## src/design/adp_pkg.sv

```systemverilog
// adp_pkg: constants for the data-path front end of the byte-wide cipher block
// assumes an sfr bus with page select, 8-bit address and byte data
package adp_pkg;

  // ----------------------------------------
  // sfr decode
  // ----------------------------------------
  localparam logic [7:0] SFR_PAGE_AES    = 8'h02;
  localparam logic [7:0] ADDR_DATA_CFG   = 8'hEA;
  localparam logic [7:0] ADDR_BLOCK_IN   = 8'hEB;
  localparam logic [7:0] ADDR_XOR_IN     = 8'hEC;
  localparam logic [7:0] ADDR_KEY_IN     = 8'hED;

  // ----------------------------------------
  // data_path_config fields and reset values
  // ----------------------------------------
  localparam int         CFG_XOR_EN_BIT  = 0;
  localparam int         CFG_SEL_LSB     = 1;
  localparam int         CFG_SEL_MSB     = 2;
  localparam logic [7:0] RESET_BYTE      = 8'h00;
  localparam logic [7:0] CFG_WRITE_MASK  = 8'h07;

  // output source select codes
  typedef enum logic [1:0]
  {
    SEL_DIRECT  = 2'h0,
    SEL_XOR     = 2'h1,
    SEL_INV_KEY = 2'h2,
    SEL_RSVD    = 2'h3
  } adp_sel_t;

endpackage

```

## src/design/adp_data_path.sv

```systemverilog
// adp_data_path: config register, input xor gate, output select, byte input registers
// assumes single-cycle sfr reads and writes, cpu or dma on the same bus; core is external
//
// Behaviour
// - output select routes direct result, result xor xor-byte, or inverse key; 11 reserved
// - xor enable set: block byte xor xor-byte goes to core data input
// - xor enable clear: block byte goes unchanged to core data input
// - block input and xor input accept direct dma byte writes
// - reading block or xor input returns last written byte, no side effect
// - registers decode at 0xEA to 0xED on page 0x2
module adp_data_path #(
  parameter int DataWidth = 8
)
(
  // clock and reset
  input  wire logic                 ref_clk,
  input  wire logic                 reset_n,
  // sfr bus
  input  wire logic [7:0]           sfrPage,
  input  wire logic [7:0]           sfrAddr,
  input  wire logic                 sfrWrite,
  input  wire logic                 sfrRead,
  input  wire logic [DataWidth-1:0] sfrWdata,
  output logic      [DataWidth-1:0] sfrRdata,
  output logic                      sfrRvalid,
  // cipher core side
  input  wire logic [DataWidth-1:0] coreResult,
  input  wire logic [DataWidth-1:0] inverseKey,
  output logic      [DataWidth-1:0] coreDataIn,
  output logic                      coreDataStrobe,
  output logic      [DataWidth-1:0] keyByte,
  output logic                      keyStrobe,
  output logic      [DataWidth-1:0] cipherOutput
);

  // ----------------------------------------
  // parameter check
  // ----------------------------------------
  // the register map is byte wide; other widths cannot be served
  if (DataWidth != 8)
  begin : g_bad_width
    $error("adp_data_path: DataWidth must be 8");
  end

  // ----------------------------------------
  // decode
  // ----------------------------------------
  logic onPage;
  logic hitCfg;
  logic hitBlk;
  logic hitXor;
  logic hitKey;

  // page and address compare, full byte decode
  always_comb
  begin
    onPage = (sfrPage == adp_pkg::SFR_PAGE_AES);
    hitCfg = onPage && (sfrAddr == adp_pkg::ADDR_DATA_CFG);
    hitBlk = onPage && (sfrAddr == adp_pkg::ADDR_BLOCK_IN);
    hitXor = onPage && (sfrAddr == adp_pkg::ADDR_XOR_IN);
    hitKey = onPage && (sfrAddr == adp_pkg::ADDR_KEY_IN);
  end

  // ----------------------------------------
  // registers
  // ----------------------------------------
  logic [7:0] cfg_reg, cfg_next;
  logic [7:0] blk_reg, blk_next;
  logic [7:0] xin_reg, xin_next;
  logic [7:0] kin_reg, kin_next;
  logic       blkStb_reg, blkStb_next;
  logic       keyStb_reg, keyStb_next;
  logic [7:0] rdata_reg, rdata_next;
  logic       rvalid_reg, rvalid_next;
  logic [7:0] din_reg, din_next;
  logic [7:0] yout_reg, yout_next;
  logic [7:0] feed;
  logic       xorEn;
  adp_pkg::adp_sel_t output_source_select;

  always_comb
  begin
    xorEn  = cfg_reg[adp_pkg::CFG_XOR_EN_BIT];
    output_source_select = adp_pkg::adp_sel_t'(cfg_reg[adp_pkg::CFG_SEL_MSB:adp_pkg::CFG_SEL_LSB]);
  end

  // write path; cpu and dma share the port, so dma writes land identically
  always_comb
  begin
    cfg_next    = cfg_reg;
    blk_next    = blk_reg;
    xin_next    = xin_reg;
    kin_next    = kin_reg;
    blkStb_next = 1'b0;
    keyStb_next = 1'b0;
    if (sfrWrite && hitCfg)
    begin
      cfg_next = sfrWdata & adp_pkg::CFG_WRITE_MASK;
    end
    else if (sfrWrite && hitBlk)
    begin
      blk_next    = sfrWdata;
      blkStb_next = 1'b1;
    end
    else if (sfrWrite && hitXor)
    begin
      xin_next = sfrWdata;
    end
    else if (sfrWrite && hitKey)
    begin
      kin_next    = sfrWdata;
      keyStb_next = 1'b1;
    end
  end

  // input xor gate; uses the xor byte written before the block byte
  always_comb
  begin
    feed     = xorEn ? (sfrWdata ^ xin_reg) : sfrWdata;
    din_next = (sfrWrite && hitBlk) ? feed : din_reg;
  end

  // output source select; reserved code reads zero
  always_comb
  begin
    case (output_source_select)
      adp_pkg::SEL_DIRECT:  yout_next = coreResult;
      adp_pkg::SEL_XOR:     yout_next = coreResult ^ xin_reg;
      adp_pkg::SEL_INV_KEY: yout_next = inverseKey;
      default:              yout_next = adp_pkg::RESET_BYTE;
    endcase
  end

  // read mux; reads change no state
  always_comb
  begin
    rvalid_next = sfrRead && (hitCfg || hitBlk || hitXor || hitKey);
    if (hitCfg)
    begin
      rdata_next = cfg_reg;
    end
    else if (hitBlk)
    begin
      rdata_next = blk_reg;
    end
    else if (hitXor)
    begin
      rdata_next = xin_reg;
    end
    else if (hitKey)
    begin
      rdata_next = kin_reg;
    end
    else
    begin
      rdata_next = adp_pkg::RESET_BYTE;
    end
    if (!sfrRead)
    begin
      rdata_next = adp_pkg::RESET_BYTE;
    end
  end

  // state registers
  always_ff @(posedge ref_clk or negedge reset_n)
  begin
    if (!reset_n)
    begin
      cfg_reg    <= adp_pkg::RESET_BYTE;
      blk_reg    <= adp_pkg::RESET_BYTE;
      xin_reg    <= adp_pkg::RESET_BYTE;
      kin_reg    <= adp_pkg::RESET_BYTE;
      blkStb_reg <= 1'b0;
      keyStb_reg <= 1'b0;
      rdata_reg  <= adp_pkg::RESET_BYTE;
      rvalid_reg <= 1'b0;
      din_reg    <= adp_pkg::RESET_BYTE;
      yout_reg   <= adp_pkg::RESET_BYTE;
    end
    else
    begin
      cfg_reg    <= cfg_next;
      blk_reg    <= blk_next;
      xin_reg    <= xin_next;
      kin_reg    <= kin_next;
      blkStb_reg <= blkStb_next;
      keyStb_reg <= keyStb_next;
      rdata_reg  <= rdata_next;
      rvalid_reg <= rvalid_next;
      din_reg    <= din_next;
      yout_reg   <= yout_next;
    end
  end

  // outputs straight from flops
  assign sfrRdata       = rdata_reg;
  assign sfrRvalid      = rvalid_reg;
  assign coreDataIn     = din_reg;
  assign coreDataStrobe = blkStb_reg;
  assign keyByte        = kin_reg;
  assign keyStrobe      = keyStb_reg;
  assign cipherOutput   = yout_reg;

  // ----------------------------------------
  // assertions
  // ----------------------------------------
  property p_xor_in;
    @(posedge ref_clk) disable iff (!reset_n)
      (sfrWrite && hitBlk && xorEn) |=> (coreDataIn == ($past(sfrWdata) ^ $past(xin_reg)));
  endproperty
  a_xor_in: assert property (p_xor_in) else $error("input xor wrong");

  property p_bypass;
    @(posedge ref_clk) disable iff (!reset_n)
      (sfrWrite && hitBlk && !xorEn) |=> (coreDataIn == $past(sfrWdata) && coreDataStrobe);
  endproperty
  a_bypass: assert property (p_bypass) else $error("bypass wrong");

  property p_out_xor;
    @(posedge ref_clk) disable iff (!reset_n)
      (output_source_select == adp_pkg::SEL_XOR) |=> (cipherOutput == ($past(coreResult) ^ $past(xin_reg)));
  endproperty
  a_out_xor: assert property (p_out_xor) else $error("output xor wrong");

  property p_out_key;
    @(posedge ref_clk) disable iff (!reset_n)
      (output_source_select == adp_pkg::SEL_INV_KEY) |=> (cipherOutput == $past(inverseKey));
  endproperty
  a_out_key: assert property (p_out_key) else $error("inverse key select wrong");

  property p_readback;
    @(posedge ref_clk) disable iff (!reset_n)
      (sfrWrite && hitXor) ##1 (!sfrWrite) ##1 (sfrRead && hitXor && !sfrWrite)
        |=> (sfrRdata == $past(sfrWdata, 3));
  endproperty
  a_readback: assert property (p_readback) else $error("xor readback wrong");

  property p_read_quiet;
    @(posedge ref_clk) disable iff (!reset_n)
      (sfrRead && !sfrWrite) |=> $stable(blk_reg) && $stable(xin_reg) && !coreDataStrobe;
  endproperty
  a_read_quiet: assert property (p_read_quiet) else $error("read disturbed state");

  property p_decode;
    @(posedge ref_clk) disable iff (!reset_n)
      (sfrRead && !onPage) |=> (!sfrRvalid && sfrRdata == 8'h00);
  endproperty
  a_decode: assert property (p_decode) else $error("off-page access answered");

  property p_cfg_zero;
    @(posedge ref_clk) disable iff (!reset_n)
      (sfrRead && hitCfg) |=> (sfrRdata[7:3] == 5'h00);
  endproperty
  a_cfg_zero: assert property (p_cfg_zero) else $error("config high bits nonzero");

  c_xor_in:  cover property (@(posedge ref_clk) sfrWrite && hitBlk && xorEn);
  c_key:     cover property (@(posedge ref_clk) output_source_select == adp_pkg::SEL_INV_KEY);
  c_group:   cover property (@(posedge ref_clk)
    (sfrWrite && hitBlk) ##1 (sfrWrite && hitXor) ##1 (sfrWrite && hitKey));

endmodule

```

## config.mk

```make
export PLATFORM = sky130hd
export DESIGN_NAME = adp_data_path
export DESIGN_NICKNAME = d
export VERILOG_FILES = /design/src/design/adp_pkg.sv /design/src/design/adp_data_path.sv
export SDC_FILE = /design/constraint.sdc
export NUM_CORES = 1
export LEC_CHECK = 0
export BUFFER_PORTS_ARGS = -buffer_cell sky130_fd_sc_hd__buf_2
export CAP_MARGIN = 15
export CORE_MARGIN = 2
export CORE_UTILIZATION = 25
export DETAILED_ROUTE_END_ITERATION = 10
export HOLD_SLACK_MARGIN = 0.06
export RECOVER_POWER = 100
export SYNTH_ARGS = -nofsm -noshare
export SYNTH_HDL_FRONTEND = slang
export SYNTH_SLANG_ARGS = --single-unit
```

## constraint.sdc

```tcl
create_clock -name ref_clk -period 2.9 [get_ports ref_clk]
set_clock_uncertainty 0.15 [all_clocks]
set_input_delay 0.58 -clock ref_clk [delete_from_list [all_inputs] [get_ports ref_clk]]
set_output_delay 0.58 -clock ref_clk [all_outputs]
set_load 0.005 [all_outputs]
```

* After elaboration in Yosys (flattened, before gate mapping)
Index checks and enable logic that the tools add are counted.
W data, S select, Z words.
** Storage, ports and cells
- Register bits :: 54
- Logic and storage cells :: 51
** Cells by class
- Reduce and logical (&&, ||, !) cells :: 16
- Muxes and demuxes :: 13
- Bitwise logic cells :: 5
- Equality and inequality tests :: 7
** Operators by type and width (number)
- $mux W8 :: 6
- $eq A8 B8 Y1 const B :: 4
- $pmux W8 S3 :: 1
- $xor A8 B8 Y8 :: 2
- $logic_and A1 B1 Y1 :: 9
- $eq A8 B2 Y1 const B :: 1
- $mux W1 :: 6
- $reduce_and A4 Y1 :: 1
- $logic_or A1 B1 Y1 :: 3
- $not A1 Y1 :: 3
- $reduce_and A3 Y1 :: 1
- $eq A2 B1 Y1 const B :: 1
- $eq A2 B2 Y1 const B :: 1
- $logic_not A2 Y1 :: 1
- $reduce_and A2 Y1 :: 1

* Depth between registers and ports, before layout
Gate-level depths: netlist of the first run.
- Depth after elaboration :: 7
- Gate-level depth with buffers :: 5
- Gate-level depth less buffers :: 4

* Worst setup path after synthesis of the first run
OpenSTA, ideal clock, no wires.
- Kind :: input port to flip-flop
- From :: input port sfrPage[3]
- To :: register blk_reg[0]
- Required time :: 2.625 ns
- Slack :: 0.368 ns
- Stages on the path :: 5
- Path buffers :: 1
- Arrival :: 2.257 ns
- Cell sequence :: or4_4 -> nor4b_4 -> nand4_4 -> buf_6 -> mux2_4
** On the way
- Cells in the longest elaborated chain, start to end :: 5
** RTL lines
- from (decl) :: line adp_data_path.sv:19 : input wire logic [7:0] sfrPage,
- $eq A8 B2 Y1 * :: line adp_data_path.sv:57 : onPage = (sfrPage == adp_pkg::SFR_PAGE_AES);
- $logic_and A1 B1 Y1 :: line adp_data_path.sv:58 : hitCfg = onPage && (sfrAddr == adp_pkg::ADDR_DATA_CFG);
- $logic_and A1 B1 Y1 :: line adp_data_path.sv:96 : if (sfrWrite && hitCfg)
- $not A1 Y1 (no source line)
- $reduce_and A2 Y1 (no source line) *
- to (signal assigned) :: line adp_data_path.sv:170 : blk_reg <= adp_pkg::RESET_BYTE;
- to (signal assigned) :: line adp_data_path.sv:183 : blk_reg <= blk_next;
- to (decl) :: line adp_data_path.sv:68 : logic [7:0] blk_reg, blk_next;
Every way passes the cells marked *; elsewhere a longest branch is shown, timed or not.
A chain may end at the register's enable or synchronous reset.

* Final worst setup path of the first run
- From :: input port sfrPage[3]
- To :: register blk_reg[4]
The elaborated chain is that of the path after synthesis.

==> results of run 1 <==
[final cells by class]
type	instances	area share (%)
Inverter	1	0.118
Clock inverter	2	1.22
Multi-Input combinational cell	130	36.2
Timing Repair Buffer	85	12.4
Sequential cell	54	42.5
Tap cell	136	5.35
Clock buffer	5	2.16
[cells in the mapped netlist, drive strengths merged, types with 4 or more instances]
library cell  count  share of area, %
a22oi             5               1.4
buf               4              0.91
clkbuf            7               1.0
dfrtp            54                52
mux2             51                24
mux2i            11               4.2
nand2            17               2.5
nand4             4               2.0
nor2              6              0.87
o22ai             8               1.9
xnor2             8               2.7
[placed cells by master (no fill, tap or decap)]
| master | n |
|---|---|
| a21oi_1 | 3 |
| buf_1 | 1 |
| buf_4 | 2 |
| nand4_1 | 1 |
| clkbuf_1 | 28 |
| and4_1 | 2 |
| nor4_1 | 2 |
| nand3b_1 | 1 |
| a211oi_1 | 3 |
| inv_1 | 1 |
| mux2_2 | 41 |
| o22ai_1 | 8 |
| nor2b_1 | 2 |
| nand4b_1 | 1 |
| a22oi_1 | 5 |
| mux2_4 | 1 |
| a21bo_1 | 1 |
| or4b_2 | 2 |
| bufinv_16 | 1 |
| buf_2 | 53 |
| dfrtp_1 | 54 |
| nand2_1 | 17 |
| nand4_2 | 2 |
| clkinv_4 | 1 |
| clkbuf_2 | 1 |
| or4_1 | 1 |
| nand4_4 | 1 |
| clkbuf_8 | 5 |
| xnor2_1 | 8 |
| mux2_1 | 9 |
| mux2i_1 | 11 |
| nor4b_4 | 1 |
| o211a_1 | 1 |
| nor2_1 | 6 |
[routing by layer]
layer / track usage [%] / part of all wire, %
met5: 0 / 0
met4: 2.91 / 1.2
met3: 3.25 / 4.6
met2: 20.6 / 51
met1: 13.5 / 43
[per-stage QoR]
step	area [um^2]	utilization (%)
2_1_floorplan	2600	-
3_3_place_gp	3160	30.9
3_5_place_dp	3160	30.9
4_1_cts	3270	32.0
5_1_grt	3180	31.1
6_report	3180	31.1
[kinds of logic (layout without fill, tap and decap cells)]
logic type,count (synthesis),in the layout,share of synthesized area (%)
AOI/OAI and AO/OA,21,21,5.58
xor gates and xnor gates,8,8,2.69
buffers and inverters,12,93,2.07
DFF,54,54,51.9
muxes,62,62,27.8
and+or+nand+nor,39,39,9.96
[worst max-delay path by stage]
stage                          start    endpoint  slack [ns]
after detailed placement  sfrPage[3]  xin_reg[2]        0.18
after floorplan           sfrPage[3]  blk_reg[0]        0.37
final                     sfrPage[3]  blk_reg[4]        0.38
after global placement    sfrPage[3]  keyByte[4]        0.26
after CTS                 sfrPage[3]  xin_reg[2]        0.52
after global routing      sfrPage[3]  blk_reg[4]        0.30
[where the power goes]
group          switching [uW]  internal, uW  total [uW]
clock                     245           254         499
sequential               1.32           758         759
combinational            54.5          46.6         101
total                     301          1060        1360
==> flow_summary_export.csv, run 1 <==
group,metric,value,unit
yosys,ys_ff_latch,54,
detailed_routing,drt_iter0_markers,42,
final_layout,area_growth,22.2,%
grt,grt_pass1_vias,1926,
worst_setup_path,worst_ep_required_time,2.94,ns
hold_path,hold_depth,1,
timing,fmax,396,MHz
detailed_routing,detail-route-antenna-nets,0,
final_layout,drive_above_1_share,40.1,%
worst_setup_path,path_buf_inv,2,
final_layout,nNetsFinal,321,
grt,overflow,0,
final_layout,regArea,0.00135,mm^2
pwr,p_per_area,428,mW/mm^2
hold_path,hold_end,"blk_reg[1]",
place,gp_congestion,0.720,
clock_tree,cts_buffers,5,
worst_setup_path,reg2reg_slack,1.39,ns
floorplanning,row_count,37,
timing,rsz0062_at_grt,"no",
timing,fin_ws,0.375,ns
clock_tree,cts_tree,"done",
final_layout,diodes,0,
yosys,syn_nets,240,
floorplanning,dieArea,0.0112,mm^2
grt,grt_util_all_layers,11.5,%
job,drv_cap,0,
run_status,outcome,"completed",
grt,antenna_found_initial,0,
timing,maxSlewHeadroom,10.5,%
pwr,p_leak,0.00151,uW
clock_tree,clk_path_buf_depth,2,
timing,fin_hold_ws,0.356,ns
detailed_routing,drc,0,
worst_setup_path,critPathCaptureType,"flop",
hold_path,hold_class,"reg -> reg",
clock_tree,htreeDepth,2,
detailed_routing,wirelength,6.15,mm
clock_tree,postCtsHoldBufs,0,
clock_tree,cts_resized,0,
worst_setup_path,cp_max_fo,10,
timing,finalSetupViolations,0,
place,place_hpwl,4.60,mm
final_layout,n_fill_cell,1080,
floorplanning,io_pins,79,
clock_tree,path_clk_slew,0.09,ns
clock_tree,clk_latency,0.30,ns
grt,grt_pass1_wl,9.91,mm
detailed_routing,first_pass_iters,4,
detailed_routing,wl_per_cell,14.9,um
worst_setup_path,critPathKind,"in -> reg",
floorplanning,die_h,106,um
yosys,avgSynthCellArea,13.3,um^2
worst_setup_path,worstPathArrival,2.56,ns
clock_tree,cts_sinks,54,
final_layout,multiInputGateArea,0.00115,mm^2
place,place_inst,406,
hold_path,hp-start,"blk_reg[1]",
floorplanning,core,0.0102,mm^2
worst_setup_path,cpMaxStageDelayCell,"or4_1",
worst_setup_path,critical_path.top_delay_family,"simple AND/OR/NAND/NOR gates",
timing,finalHoldViolations,0,
pwr,peakVddDrop,0.227,mV
clock_tree,cts-root-buf,"clkbuf_8",
worst_setup_path,reg2reg_depth,2,
floorplanning,die_w,106,um
worst_setup_path,worst_r2r_endpoint,"cipherOutput[4]",
yosys,syn-cell-area,0.00260,mm^2
worst_setup_path,rr_startpoint,"cfg_reg[2]",
yosys,syn-instance-count,196,
detailed_routing,vias,1802,
worst_setup_path,crit_path_cell_trace,"buf_2, or4_1, nor4b_4, nand4_4, clkbuf_1, mux2_1",
yosys,synth_edf_count,0,
floorplanning,start_util,25.4,%
worst_setup_path,cp.depth,6,
yosys,async_flop_share,100,%
yosys,synth_seq_area_share,51.9,%
detailed_routing,viasPerCell,4.36,
place,portBuffers,78,
clock_tree,postCtsSetupRepairBufs,0,
place,place_ws,0.182,ns
yosys,ys.flop_type,"dfrtp_1",
timing,tns,0,ns
final_layout,final_cell_count_no_fill,413,
timing,period_share,87.1,%
timing,layout_min_cycle_time,2.52,ns
timing,worstMarginPinSlew,1.34,ns
grt,grt_max_degree,55,
timing,report.final.slew_viol_count,0,
worst_setup_path,cpPeakStageDelay,0.60,ns
yosys,synth_cell_type_count,30,
yosys,yosys_warnings,0,
worst_setup_path,start_kind,"input pin",
pwr,p_total,1360,uW
Note: power is estimated with default switching activity, not from simulation.
==> run 2: changes to the inputs <==
--- a/config.mk
+++ b/config.mk
@@ -8,7 +8,7 @@
 export BUFFER_PORTS_ARGS = -buffer_cell sky130_fd_sc_hd__buf_2
 export CAP_MARGIN = 15
 export CORE_MARGIN = 2
-export CORE_UTILIZATION = 25
+export CORE_UTILIZATION = 35
 export DETAILED_ROUTE_END_ITERATION = 10
 export HOLD_SLACK_MARGIN = 0.06
 export RECOVER_POWER = 100
==> flow_summary_export.csv, run 2 (synthesis gave the netlist of run 1 again) <==
group,metric,value,unit
worst_setup_path,worstPathArrival,2.54,ns
final_layout,design_area,0.00313,mm^2
job,drv_cap,0,
floorplanning,core,0.00721,mm^2
grt,grt_max_degree,29,
pwr,p_per_area,435,mW/mm^2
grt,grt_util_all_layers,15.1,%
worst_setup_path,start_kind,"input pin",
grt,grt_pass1_vias,1874,
pwr,p_leak,0.00153,uW
timing,rsz0062_at_grt,"no",
floorplanning,die_h,90.2,um
timing,report.final.slew_viol_count,0,
detailed_routing,wirelength,5.80,mm
final_layout,drive_above_1_share,43.3,%
timing,fin_hold_ws,0.346,ns
clock_tree,cts_resized,0,
detailed_routing,drt_iter0_markers,59,
detailed_routing,drc,0,
timing,period_share,86.0,%
final_layout,final_common_cell,"buf_2",
timing,layout_min_cycle_time,2.50,ns
final_layout,nNetsFinal,320,
place,gp_congestion,0.747,
timing,tns,0,ns
timing,finalHoldViolations,0,
clock_tree,cts_tree,"done",
clock_tree,cts_buffers,5,
place,portBuffers,78,
timing,worstMarginPinSlew,1.47,ns
grt,grt_pass1_wl,9.68,mm
detailed_routing,wl_per_cell,15.4,um
clock_tree,postCtsSetupRepairBufs,0,
floorplanning,io_pins,79,
clock_tree,clk_path_buf_depth,2,
place,place_hpwl,4.24,mm
detailed_routing,vias,1812,
clock_tree,clk_latency,0.31,ns
clock_tree,cts-root-buf,"clkbuf_8",
worst_setup_path,reg2reg_slack,1.39,ns
pwr,peakVddDrop,0.172,mV
timing,maxSlewHeadroom,2.20,%
place,placed_area,0.00312,mm^2
run_status,outcome,"completed",
detailed_routing,viasPerCell,4.82,
detailed_routing,detail-route-antenna-nets,0,
detailed_routing,first_pass_iters,4,
clock_tree,path_clk_slew,0.09,ns
final_layout,area_growth,20.3,%
final_layout,n_fill_cell,734,
worst_setup_path,worst_ep_required_time,2.94,ns
floorplanning,die_w,90.2,um
floorplanning,start_util,36.1,%
timing,fmax,401,MHz
grt,overflow,0,
floorplanning,dieArea,0.00814,mm^2
worst_setup_path,critPathKind,"in -> reg",
floorplanning,row_count,31,
worst_setup_path,critPathCaptureType,"flop",
final_layout,diodes,0,
clock_tree,htreeDepth,2,
clock_tree,cts_sinks,54,
timing,finalSetupViolations,0,
grt,antenna_found_initial,0,
worst_setup_path,cp_max_fo,8,
hold_path,hold_class,"reg -> reg",
final_layout,layout_common_cells,"66 x buf_2, 54 x dfrtp_1, 41 x mux2_2",
clock_tree,postCtsHoldBufs,0,
-- run 2: routing by layer --
layer / up-vias / wire length, um / GRT usage (%)
li1: 870 / - / -
met4: 0 / 67 / 4.23
met1: 897 / 2680 / 20.3
met3: 6 / 236 / 3.44
met2: 39 / 2810 / 24.5
met5: - / 0 / 0
-- run 2: layout make-up --
class                      instances  area, um^2  share of cell area [%]
sequential                        54        1350                    43.2
multi-input combinational        130        1140                    36.3
timing repair buffer              84         403                    12.9
tap                               99         124                    3.96
clock buffer                       6        72.6                    2.32
clock inverter                     2        37.5                    1.20
inverter                           1        3.75                   0.120
-- run 2: worst paths after layout --
path	startpoint	endpoint	cells after the start
setup / recovery	sfrPage[3]	xin_reg[2]	5
hold / removal	coreDataIn[1]	coreDataIn[1]	1
setup reg to reg	cfg_reg[2]	cipherOutput[3]	2
hold reg to reg	coreDataIn[1]	coreDataIn[1]	1
max in group asynchronous	reset_n	cipherOutput[6]	2
min in group asynchronous	reset_n	keyStrobe	1
-- run 2: critical path: stages --
cell and delay (ns):
buf_2 0.09, or4_1 0.61, nor4b_4 0.37, nand4_1 0.46
mux2_2 0.43
-- run 2: metrics by stage --
| step | total power, uW | std cells | utilization, % | setup slack, ns |
|---|---|---|---|---|
| 3_3_place_gp | 880 | 368 | 43.3 | 0.261 |
| 4_1_cts | 1390 | 376 | 44.8 | 0.589 |
| 5_1_grt | 1420 | 376 | 43.4 | 0.296 |
| 3_5_place_dp | 882 | 368 | 43.3 | 0.249 |
| 6_report | 1360 | 376 | 43.4 | 0.405 |
| 2_1_floorplan | 816 | 196 | - | 0.368 |
-- run 2: power breakdown --
group	leakage (uW)	switching (uW)	total (uW)	internal [uW]
logic	0.000758	54.0	99.5	45.4
clock network	0.0000514	244	502	258
registers	0.000725	1.52	760	758
total	0.00153	299	1360	1060
